### src/common/mps_pkg.sv
// Shared constants and carriers for the misc pin function select block
package mps_pkg;

  // Pin count and bus widths
  localparam int MPS_NPINS = 5;
  localparam int MPS_AW = 8;
  localparam int MPS_DW = 32;

  // Register byte offsets
  localparam logic [7:0] MPS_OFS_CTRL = 8'h00;
  localparam logic [7:0] MPS_OFS_DOUT = 8'h04;
  localparam logic [7:0] MPS_OFS_STAT = 8'h08;

  // Control register fields
  localparam int MPS_CTRL_DIR_LSB = 0;
  localparam int MPS_CTRL_FORCE_BIT = 8;

  // Status register fields
  localparam int MPS_STAT_PIN_LSB = 0;
  localparam int MPS_STAT_CLOCK_RUN_LINE_BIT = 8;
  localparam int MPS_STAT_EXTARB_BIT = 9;
  localparam int MPS_STAT_SERIAL_BIT = 10;
  localparam int MPS_STAT_DETECT_BIT = 11;

  // Reset values
  localparam logic [4:0] MPS_DIR_RST = 5'h00;
  localparam logic [4:0] MPS_DOUT_RST = 5'h00;
  localparam logic MPS_FORCE_RST = 1'b0;

  // Register selector
  typedef enum {MPS_REG_CTRL, MPS_REG_DOUT, MPS_REG_STAT, MPS_REG_NONE} mps_reg_t;

  // Pad drive carrier: level driven and output enable, one bit per pin
  typedef struct packed {
    logic [4:0] out;
    logic [4:0] oe;
  } mps_pads_t;

  // Serial-bus controller requests: pull the line low while set
  typedef struct packed {
    logic scl_low;
    logic sda_low;
  } mps_sb_req_t;

  // Whole state of the block
  typedef struct packed {
    logic [4:0] pin_s1;
    logic [4:0] pin_s2;
    logic [1:0] strap_s1;
    logic [1:0] strap_s2;
    logic clk_run_en;
    logic ext_arb;
    logic [4:0] dir;
    logic force_sb;
    logic [4:0] dout;
    logic det_done;
    logic sb_det;
    mps_pads_t pads;
    logic [2:0] pull_en;
    logic ack;
    logic [31:0] rdat;
  } mps_state_t;

endpackage

### src/rtl/mps_pin_select.sv
// Design decisions made here: the register addresses and the Wishbone interface to the registers.
`timescale 1ns/10ps
// How it works
// RULE1: Clock-run strap low disables, high enables clock-run
// RULE2: Arbiter strap low internal, high external arbiter
// RULE3: Pin 0 direction from control bit 0
// RULE4: Clock-run mode makes pin 0 clock-run input
// RULE5: Pin 1 direction bit 1; also power override
// RULE6: Pin 2 always general, direction bit 2
// RULE7: Pin 3 serial data on detect or force
// RULE8: Pin 4 serial clock on detect or force
// RULE9: Pull-ups 0,2,4 only in reset or input
// RULE10: No detect, no force keeps pin 3 general
// RULE11: Detect sampled once at reset release, held
module mps_pin_select
  import mps_pkg::*;
(
  // Clock and reset
  input wire logic clk,
  input wire logic sys_rst,
  // Classic Wishbone slave
  input wire logic cyc_i,
  input wire logic stb_i,
  input wire logic we_i,
  input wire logic [mps_pkg::MPS_AW-1:0] adr_i,
  input wire logic [3:0] sel_i,
  input wire logic [mps_pkg::MPS_DW-1:0] dat_i,
  output logic [mps_pkg::MPS_DW-1:0] dat_o,
  output logic ack_o,
  // Board straps
  input wire logic clock_run_strap,
  input wire logic arbiter_select_strap,
  // General pins: input level, drive and enable, pull-up on pins 0, 2, 4
  input wire logic [4:0] pin_in,
  output mps_pkg::mps_pads_t pads,
  output logic [2:0] pull_up_en,
  // Core-side functions
  output logic clock_run_enable,
  output logic external_arbiter_en,
  output logic clock_run_line,
  output logic power_override_input,
  output logic serial_bus_mode,
  input wire mps_pkg::mps_sb_req_t sb_req,
  output logic scl_in,
  output logic sda_in
);
  import mps_pkg::*;

  ////////////////////////////////////////////////////////////////////////////
  // State

  mps_state_t st_q; // Registered state
  mps_state_t st_d; // Next state
  logic sb_mode; // Serial-bus role active on pins 3 and 4
  logic bus_req; // New Wishbone request this cycle
  mps_reg_t reg_sel; // Decoded register

  // Address decode, shared by the read and the write path
  function automatic mps_reg_t mps_decode(input logic [MPS_AW-1:0] a);
    mps_reg_t r;
    r = MPS_REG_NONE;
    case (a)
      MPS_OFS_CTRL: r = MPS_REG_CTRL;
      MPS_OFS_DOUT: r = MPS_REG_DOUT;
      MPS_OFS_STAT: r = MPS_REG_STAT;
      default: r = MPS_REG_NONE;
    endcase
    return r;
  endfunction

  // Detected pull-up or the software force bit selects the serial bus
  assign sb_mode = st_q.sb_det | st_q.force_sb; // RULE7 RULE8 RULE10
  assign bus_req = cyc_i & stb_i & ~st_q.ack;
  assign reg_sel = mps_decode(adr_i);

  ////////////////////////////////////////////////////////////////////////////
  // Next-state logic

  always_comb begin
    st_d = st_q;
    // Pins and straps come from off chip: two flops before anything looks
    st_d.pin_s1 = pin_in;
    st_d.pin_s2 = st_q.pin_s1;
    st_d.strap_s1 = {arbiter_select_strap, clock_run_strap};
    st_d.strap_s2 = st_q.strap_s1;
    // Straps are static; follow the synchronised level
    st_d.clk_run_en = st_q.strap_s2[0]; // RULE1
    st_d.ext_arb = st_q.strap_s2[1]; // RULE2
    // One-cycle answer, dropped in the cycle after it was given
    st_d.ack = bus_req;
    st_d.rdat = '0;
    if (bus_req && !we_i) begin
      // Read: unmapped addresses answer with zero
      case (reg_sel)
        MPS_REG_CTRL: begin
          st_d.rdat[MPS_CTRL_DIR_LSB +: MPS_NPINS] = st_q.dir;
          st_d.rdat[MPS_CTRL_FORCE_BIT] = st_q.force_sb;
        end
        MPS_REG_DOUT: begin
          st_d.rdat[4:0] = st_q.dout;
        end
        MPS_REG_STAT: begin
          st_d.rdat[MPS_STAT_PIN_LSB +: MPS_NPINS] = st_q.pin_s2;
          st_d.rdat[MPS_STAT_CLOCK_RUN_LINE_BIT] = st_q.clk_run_en;
          st_d.rdat[MPS_STAT_EXTARB_BIT] = st_q.ext_arb;
          st_d.rdat[MPS_STAT_SERIAL_BIT] = sb_mode;
          st_d.rdat[MPS_STAT_DETECT_BIT] = st_q.sb_det;
        end
        default: begin
          st_d.rdat = '0;
        end
      endcase
    end
    if (bus_req && we_i) begin
      // Write: byte lanes gate fields; unmapped writes are dropped
      case (reg_sel)
        MPS_REG_CTRL: begin
          if (sel_i[0]) begin
            st_d.dir = dat_i[MPS_CTRL_DIR_LSB +: MPS_NPINS]; // RULE3 RULE5 RULE6
          end
          if (sel_i[1]) begin
            st_d.force_sb = dat_i[MPS_CTRL_FORCE_BIT]; // RULE7 RULE8
          end
        end
        MPS_REG_DOUT: begin
          if (sel_i[0]) begin
            st_d.dout = dat_i[4:0];
          end
        end
        default: begin
          st_d.dout = st_q.dout;
        end
      endcase
    end
    // Pull-up detect is taken once, at the first edge out of reset
    if (!st_q.det_done) begin
      st_d.sb_det = st_q.pin_s2[4]; // RULE11
      st_d.det_done = 1'b1; // RULE11
    end
    // Pin 0: clock-run input in clock-run mode, else a general pin
    if (st_q.clk_run_en) begin
      st_d.pads.oe[0] = 1'b0; // RULE4
      st_d.pads.out[0] = 1'b0;
    end else begin
      st_d.pads.oe[0] = st_q.dir[0]; // RULE3
      st_d.pads.out[0] = st_q.dout[0];
    end
    // Pin 1: general pin; its level also feeds power override
    st_d.pads.oe[1] = st_q.dir[1]; // RULE5
    st_d.pads.out[1] = st_q.dout[1];
    // Pin 2 has no other role
    st_d.pads.oe[2] = st_q.dir[2]; // RULE6
    st_d.pads.out[2] = st_q.dout[2];
    // Pins 3 and 4: open-drain serial bus, else general pins
    if (sb_mode) begin
      st_d.pads.oe[3] = sb_req.sda_low; // RULE7
      st_d.pads.out[3] = 1'b0;
      st_d.pads.oe[4] = sb_req.scl_low; // RULE8
      st_d.pads.out[4] = 1'b0;
    end else begin
      st_d.pads.oe[3] = st_q.dir[3]; // RULE10
      st_d.pads.out[3] = st_q.dout[3];
      st_d.pads.oe[4] = st_q.dir[4]; // RULE8
      st_d.pads.out[4] = st_q.dout[4];
    end
    // Pull-ups only where the pin is a general-purpose input
    st_d.pull_en[0] = ~st_q.clk_run_en & ~st_q.dir[0]; // RULE9
    st_d.pull_en[1] = ~st_q.dir[2]; // RULE9
    st_d.pull_en[2] = ~sb_mode & ~st_q.dir[4]; // RULE9
    if (sys_rst) begin
      // Synchronous reset; synchronisers keep sampling so the
      // detect has a settled level the moment reset lets go
      st_d.clk_run_en = 1'b0;
      st_d.ext_arb = 1'b0;
      st_d.dir = MPS_DIR_RST;
      st_d.force_sb = MPS_FORCE_RST;
      st_d.dout = MPS_DOUT_RST;
      st_d.det_done = 1'b0;
      st_d.sb_det = 1'b0;
      st_d.pads = '0;
      st_d.pull_en = 3'h7; // RULE9
      st_d.ack = 1'b0;
      st_d.rdat = '0;
    end
  end

  ////////////////////////////////////////////////////////////////////////////
  // State register

  // Every field except the pin and strap synchronisers resets through the next-state logic above
  always_ff @(posedge clk) begin
    st_q <= st_d;
  end

  ////////////////////////////////////////////////////////////////////////////
  // Outputs

  assign dat_o = st_q.rdat;
  assign ack_o = st_q.ack;
  assign pads = st_q.pads;
  assign pull_up_en = st_q.pull_en;
  assign clock_run_enable = st_q.clk_run_en; // RULE1
  assign external_arbiter_en = st_q.ext_arb; // RULE2
  // Clock-run line reads high when the mode is off, as if pulled up
  assign clock_run_line = st_q.clk_run_en ? st_q.pin_s2[0] : 1'b1; // RULE4
  assign power_override_input = st_q.pin_s2[1]; // RULE5
  assign serial_bus_mode = sb_mode;
  // Serial lines idle high when the serial role is off
  assign scl_in = sb_mode ? st_q.pin_s2[4] : 1'b1; // RULE8
  assign sda_in = sb_mode ? st_q.pin_s2[3] : 1'b1; // RULE7
endmodule

### config.mk
export PLATFORM = sky130hd
export DESIGN_NAME = mps_pin_select
export DESIGN_NICKNAME = d
export VERILOG_FILES = /design/src/common/mps_pkg.sv /design/src/rtl/mps_pin_select.sv
export SDC_FILE = /design/constraint.sdc
export NUM_CORES = 1
export LEC_CHECK = 0
export BUFFER_PORTS_ARGS = -buffer_cell sky130_fd_sc_hd__buf_2
export CAP_MARGIN = 20
export CORE_MARGIN = 2
export CORE_UTILIZATION = 45
export DETAILED_ROUTE_END_ITERATION = 10
export PLACE_DENSITY = 0.8
export SLEW_MARGIN = 10
export SYNTH_ARGS = -nofsm -noshare
export SYNTH_HDL_FRONTEND = slang
export SYNTH_SLANG_ARGS = --single-unit
### constraint.sdc
create_clock -name clk -period 4.2 [get_ports clk]
set_clock_uncertainty 0.05 [all_clocks]
set_input_delay 0.42 -clock clk [delete_from_list [all_inputs] [get_ports clk]]
set_output_delay 0.42 -clock clk [all_outputs]
set_load 0.01 [all_outputs]
==> flow_summary.yaml <==
placement:
  placed_cells: 287
  place_congestion: 0.696
  hpwl_um: 2490
  port_buffers: 59
  pre_cts_ws_ns: 2.00
run:
  drv_cap: 0
outcome:
  status: "complete, no violations"
global_routing:
  antenna_found_initial: 0
  grt_overflow: 0
  grt_usage_pct: 13.7
  grt_max_degree: 23
  grt_pass1_vias: 1144
  grt_pass1_wl_um: 5310
worst_setup_path:
  end_kind: "register"
  worst-r2r-cell-count: 3
  r2r-start: "ack_o$_SDFF_PP0_"
  cp-startpoint: "adr_i[5]"
  worstSetupPathType: "input pin to register"
  path_max_fanout: 9
  worst_setup_path_start_kind: "input pin"
  arrival_ns: 2.05
  required_ns: 4.37
cts:
  clock_path_buffers: 2
  cts_max_level: 2
  post-cts-setup-buffer-count: 0
  cts_hold_buf: 0
  cts_resized: 0
  insertion_delay_ns: 0.29
  cts_made_buffers: 5
  tritoncts: "built"
  path_clk_slew_ns: 0.08
  clock_sinks: 52
  cts-root-buf: "clkbuf_8"
synth:
  yosys_warnings: 0
  synth_edf_count: 0
  ys_seq_area_share_pct: 50.4
  ys_async_sr_fraction_pct: 0
  synth_area_um2: 2070
  yosysTopAreaCellShare_pct: 50.4
  syn_area_per_cell_um2: 10.0
  netlist_instances: 206
  ys_ff_latch: 52
  synth_area_leaders: "dfxtp_1, buf_4, mux2i_1"
  synth_common_cells: "dfxtp_1, buf_4, nand2_1, mux2i_1, and3b_1"
  synthMostInstantiatedCell: "dfxtp_1"
  synth_top_area_cell: "dfxtp_1"
  synth-main-ff-cell: "dfxtp_1"
  yosysUniqueCellTypes: 26
cells_and_area:
  num_antenna_cells: 0
  n_fill_cell: 428
  layout.nets: 300
  final_cells: 294
  drive_gt1_share_pct: 30.2
  syn_to_final_growth_pct: 7.15
timing:
  slew_headroom_pct: 58.1
  setup-tns-final_ns: 0
  setup_violations: 0
  slew_violations: 0
  timing.fmax_mhz: 532
  fin_crit_sh_pct: 44.8
  fin_crit_ns: 1.88
  hold_viol: 0
  setup_slack_ns: 2.32
  worst_slew_pin_slew_ns: 0.627
  rsz0062_at_grt: "no"
detailed_routing:
  routedWlPerCell_um: 11.4
  vias: 1313
  drt_iter0_drc: 75
  wirelength_um: 3350
  vias_per_cell: 4.47
  dr.pass1.iters: 4
  drtAntennaViolNets: 0
  drc_errors: 0
pwr:
  peakVddDrop_mv: 0.169
  powerDensity_nw_per_um2: 370
  cellLeakagePower_nw: 1.10
  total_power_uw: 820
floorplan:
  io_pins: 111
  core.rowCount: 24
  initial_core_util_pct: 47.1
  fp.dieW_um: 71.8
  core_um2: 4380
  dieArea_um2: 5150
  die_h_um: 71.8
hold_path:
  whs_path_depth: 1
  min-delay-start: "arbiter_select_strap"
  holdCritPathClass: "input pin to register"
==> path summary, 6_finish.rpt <==
| path | slack [ns] | to |
|---|---|---|
| max | 2.32 | dat_o[9]$_SDFF_PP0_ |
| min | 0.17 | st_d[62]$_DFF_P_ |
| max reg2reg | 2.52 | dat_o[9]$_SDFF_PP0_ |
| min reg2reg | 0.28 | st_q[67]$_DFF_P_ |
==> flip-flops by register name, indices dropped and copies added (netlist names) <==
signal,count
pull_up_en,3
clock_run_enable,1
external_arbiter_en,1
pads,10
st_d,7
ack_o,1
power_override_input,1
st_q,19
dat_o,9
==> area by class of cell <==
| type | count | area [um^2] | area share (%) |
|---|---|---|---|
| tap | 52 | 65.1 | 2.94 |
| inverter | 8 | 30.0 | 1.36 |
| multi-input combinational | 116 | 704 | 31.8 |
| timing repair buffer | 59 | 295 | 13.3 |
| sequential | 52 | 1040 | 47.0 |
| clock inverter | 1 | 5.00 | 0.226 |
| clock buffer | 6 | 72.6 | 3.28 |
==> through the flow <==
step	utilization (%)	area (um^2)	hold slack, ns
CTS	50.5	2210	0.163
finish	50.5	2210	0.172
global route	50.5	2210	0.149
detailed placement	48.7	2140	0.262
global placement	48.7	2140	0.260
floorplan	-	2150	0.260
==> layer usage <==
layer,global-route usage (%),routed length [um]
met1,16.7,1480
met3,3.80,233
met4,6.92,59
met2,22.0,1580
met5,0,0
==> kinds of logic (layout without fill, tap and decap cells) <==
family,count (synthesis),count (layout),synth area share [%]
buffers and inverters,60,74,19.5
other,1,23,0.182
DFF,52,52,50.4
and+or+nand+nor,66,66,20.2
muxes,13,13,6.30
AOI/OAI and AO/OA,14,14,3.39
==> critical path, stage by stage <==
cell    delay (ns)
buf_2         0.09
or4_4         0.56
or4b_1        0.76
nor3_2        0.21
==> cells in the final DEF, fill, tap and decap left out <==
cell type | Yosys | layout
buf_2 | 1 | 59
dfxtp_1 | 52 | 52
nand2_1 | 26 | 26
conb_1 | 1 | 23
mux2i_1 | 13 | 13
and3b_1 | 10 | 10
inv_1 | 8 | 8
a21oi_1 | 7 | 7
o21ai_0 | 7 | 7
nor2_1 | 6 | 6
clkbuf_8 | 0 | 5
nand2b_1 | 4 | 4
nor3_2 | 4 | 4
or4_4 | 2 | 2
or4bb_1 | 2 | 2
nor2b_1 | 2 | 2
nor3b_1 | 2 | 2
and3_1 | 2 | 2
or2_2 | 1 | 1
nand3b_1 | 1 | 1
nor4_4 | 1 | 1
nand4b_1 | 1 | 1
nor4_1 | 1 | 1
or4b_1 | 1 | 1
clkbuf_1 | 5 | 1
clkinv_2 | 0 | 1
==> where the power goes <==
part | internal [mW] | leakage [nW] | total [mW] | switching (mW)
sequential | 0.503 | 0.426 | 0.507 | 0.00385
combinational | 0.0210 | 0.634 | 0.0566 | 0.0355
clock | 0.113 | 0.0410 | 0.256 | 0.143
No activity file was read; power rests on OpenSTA's default activity.
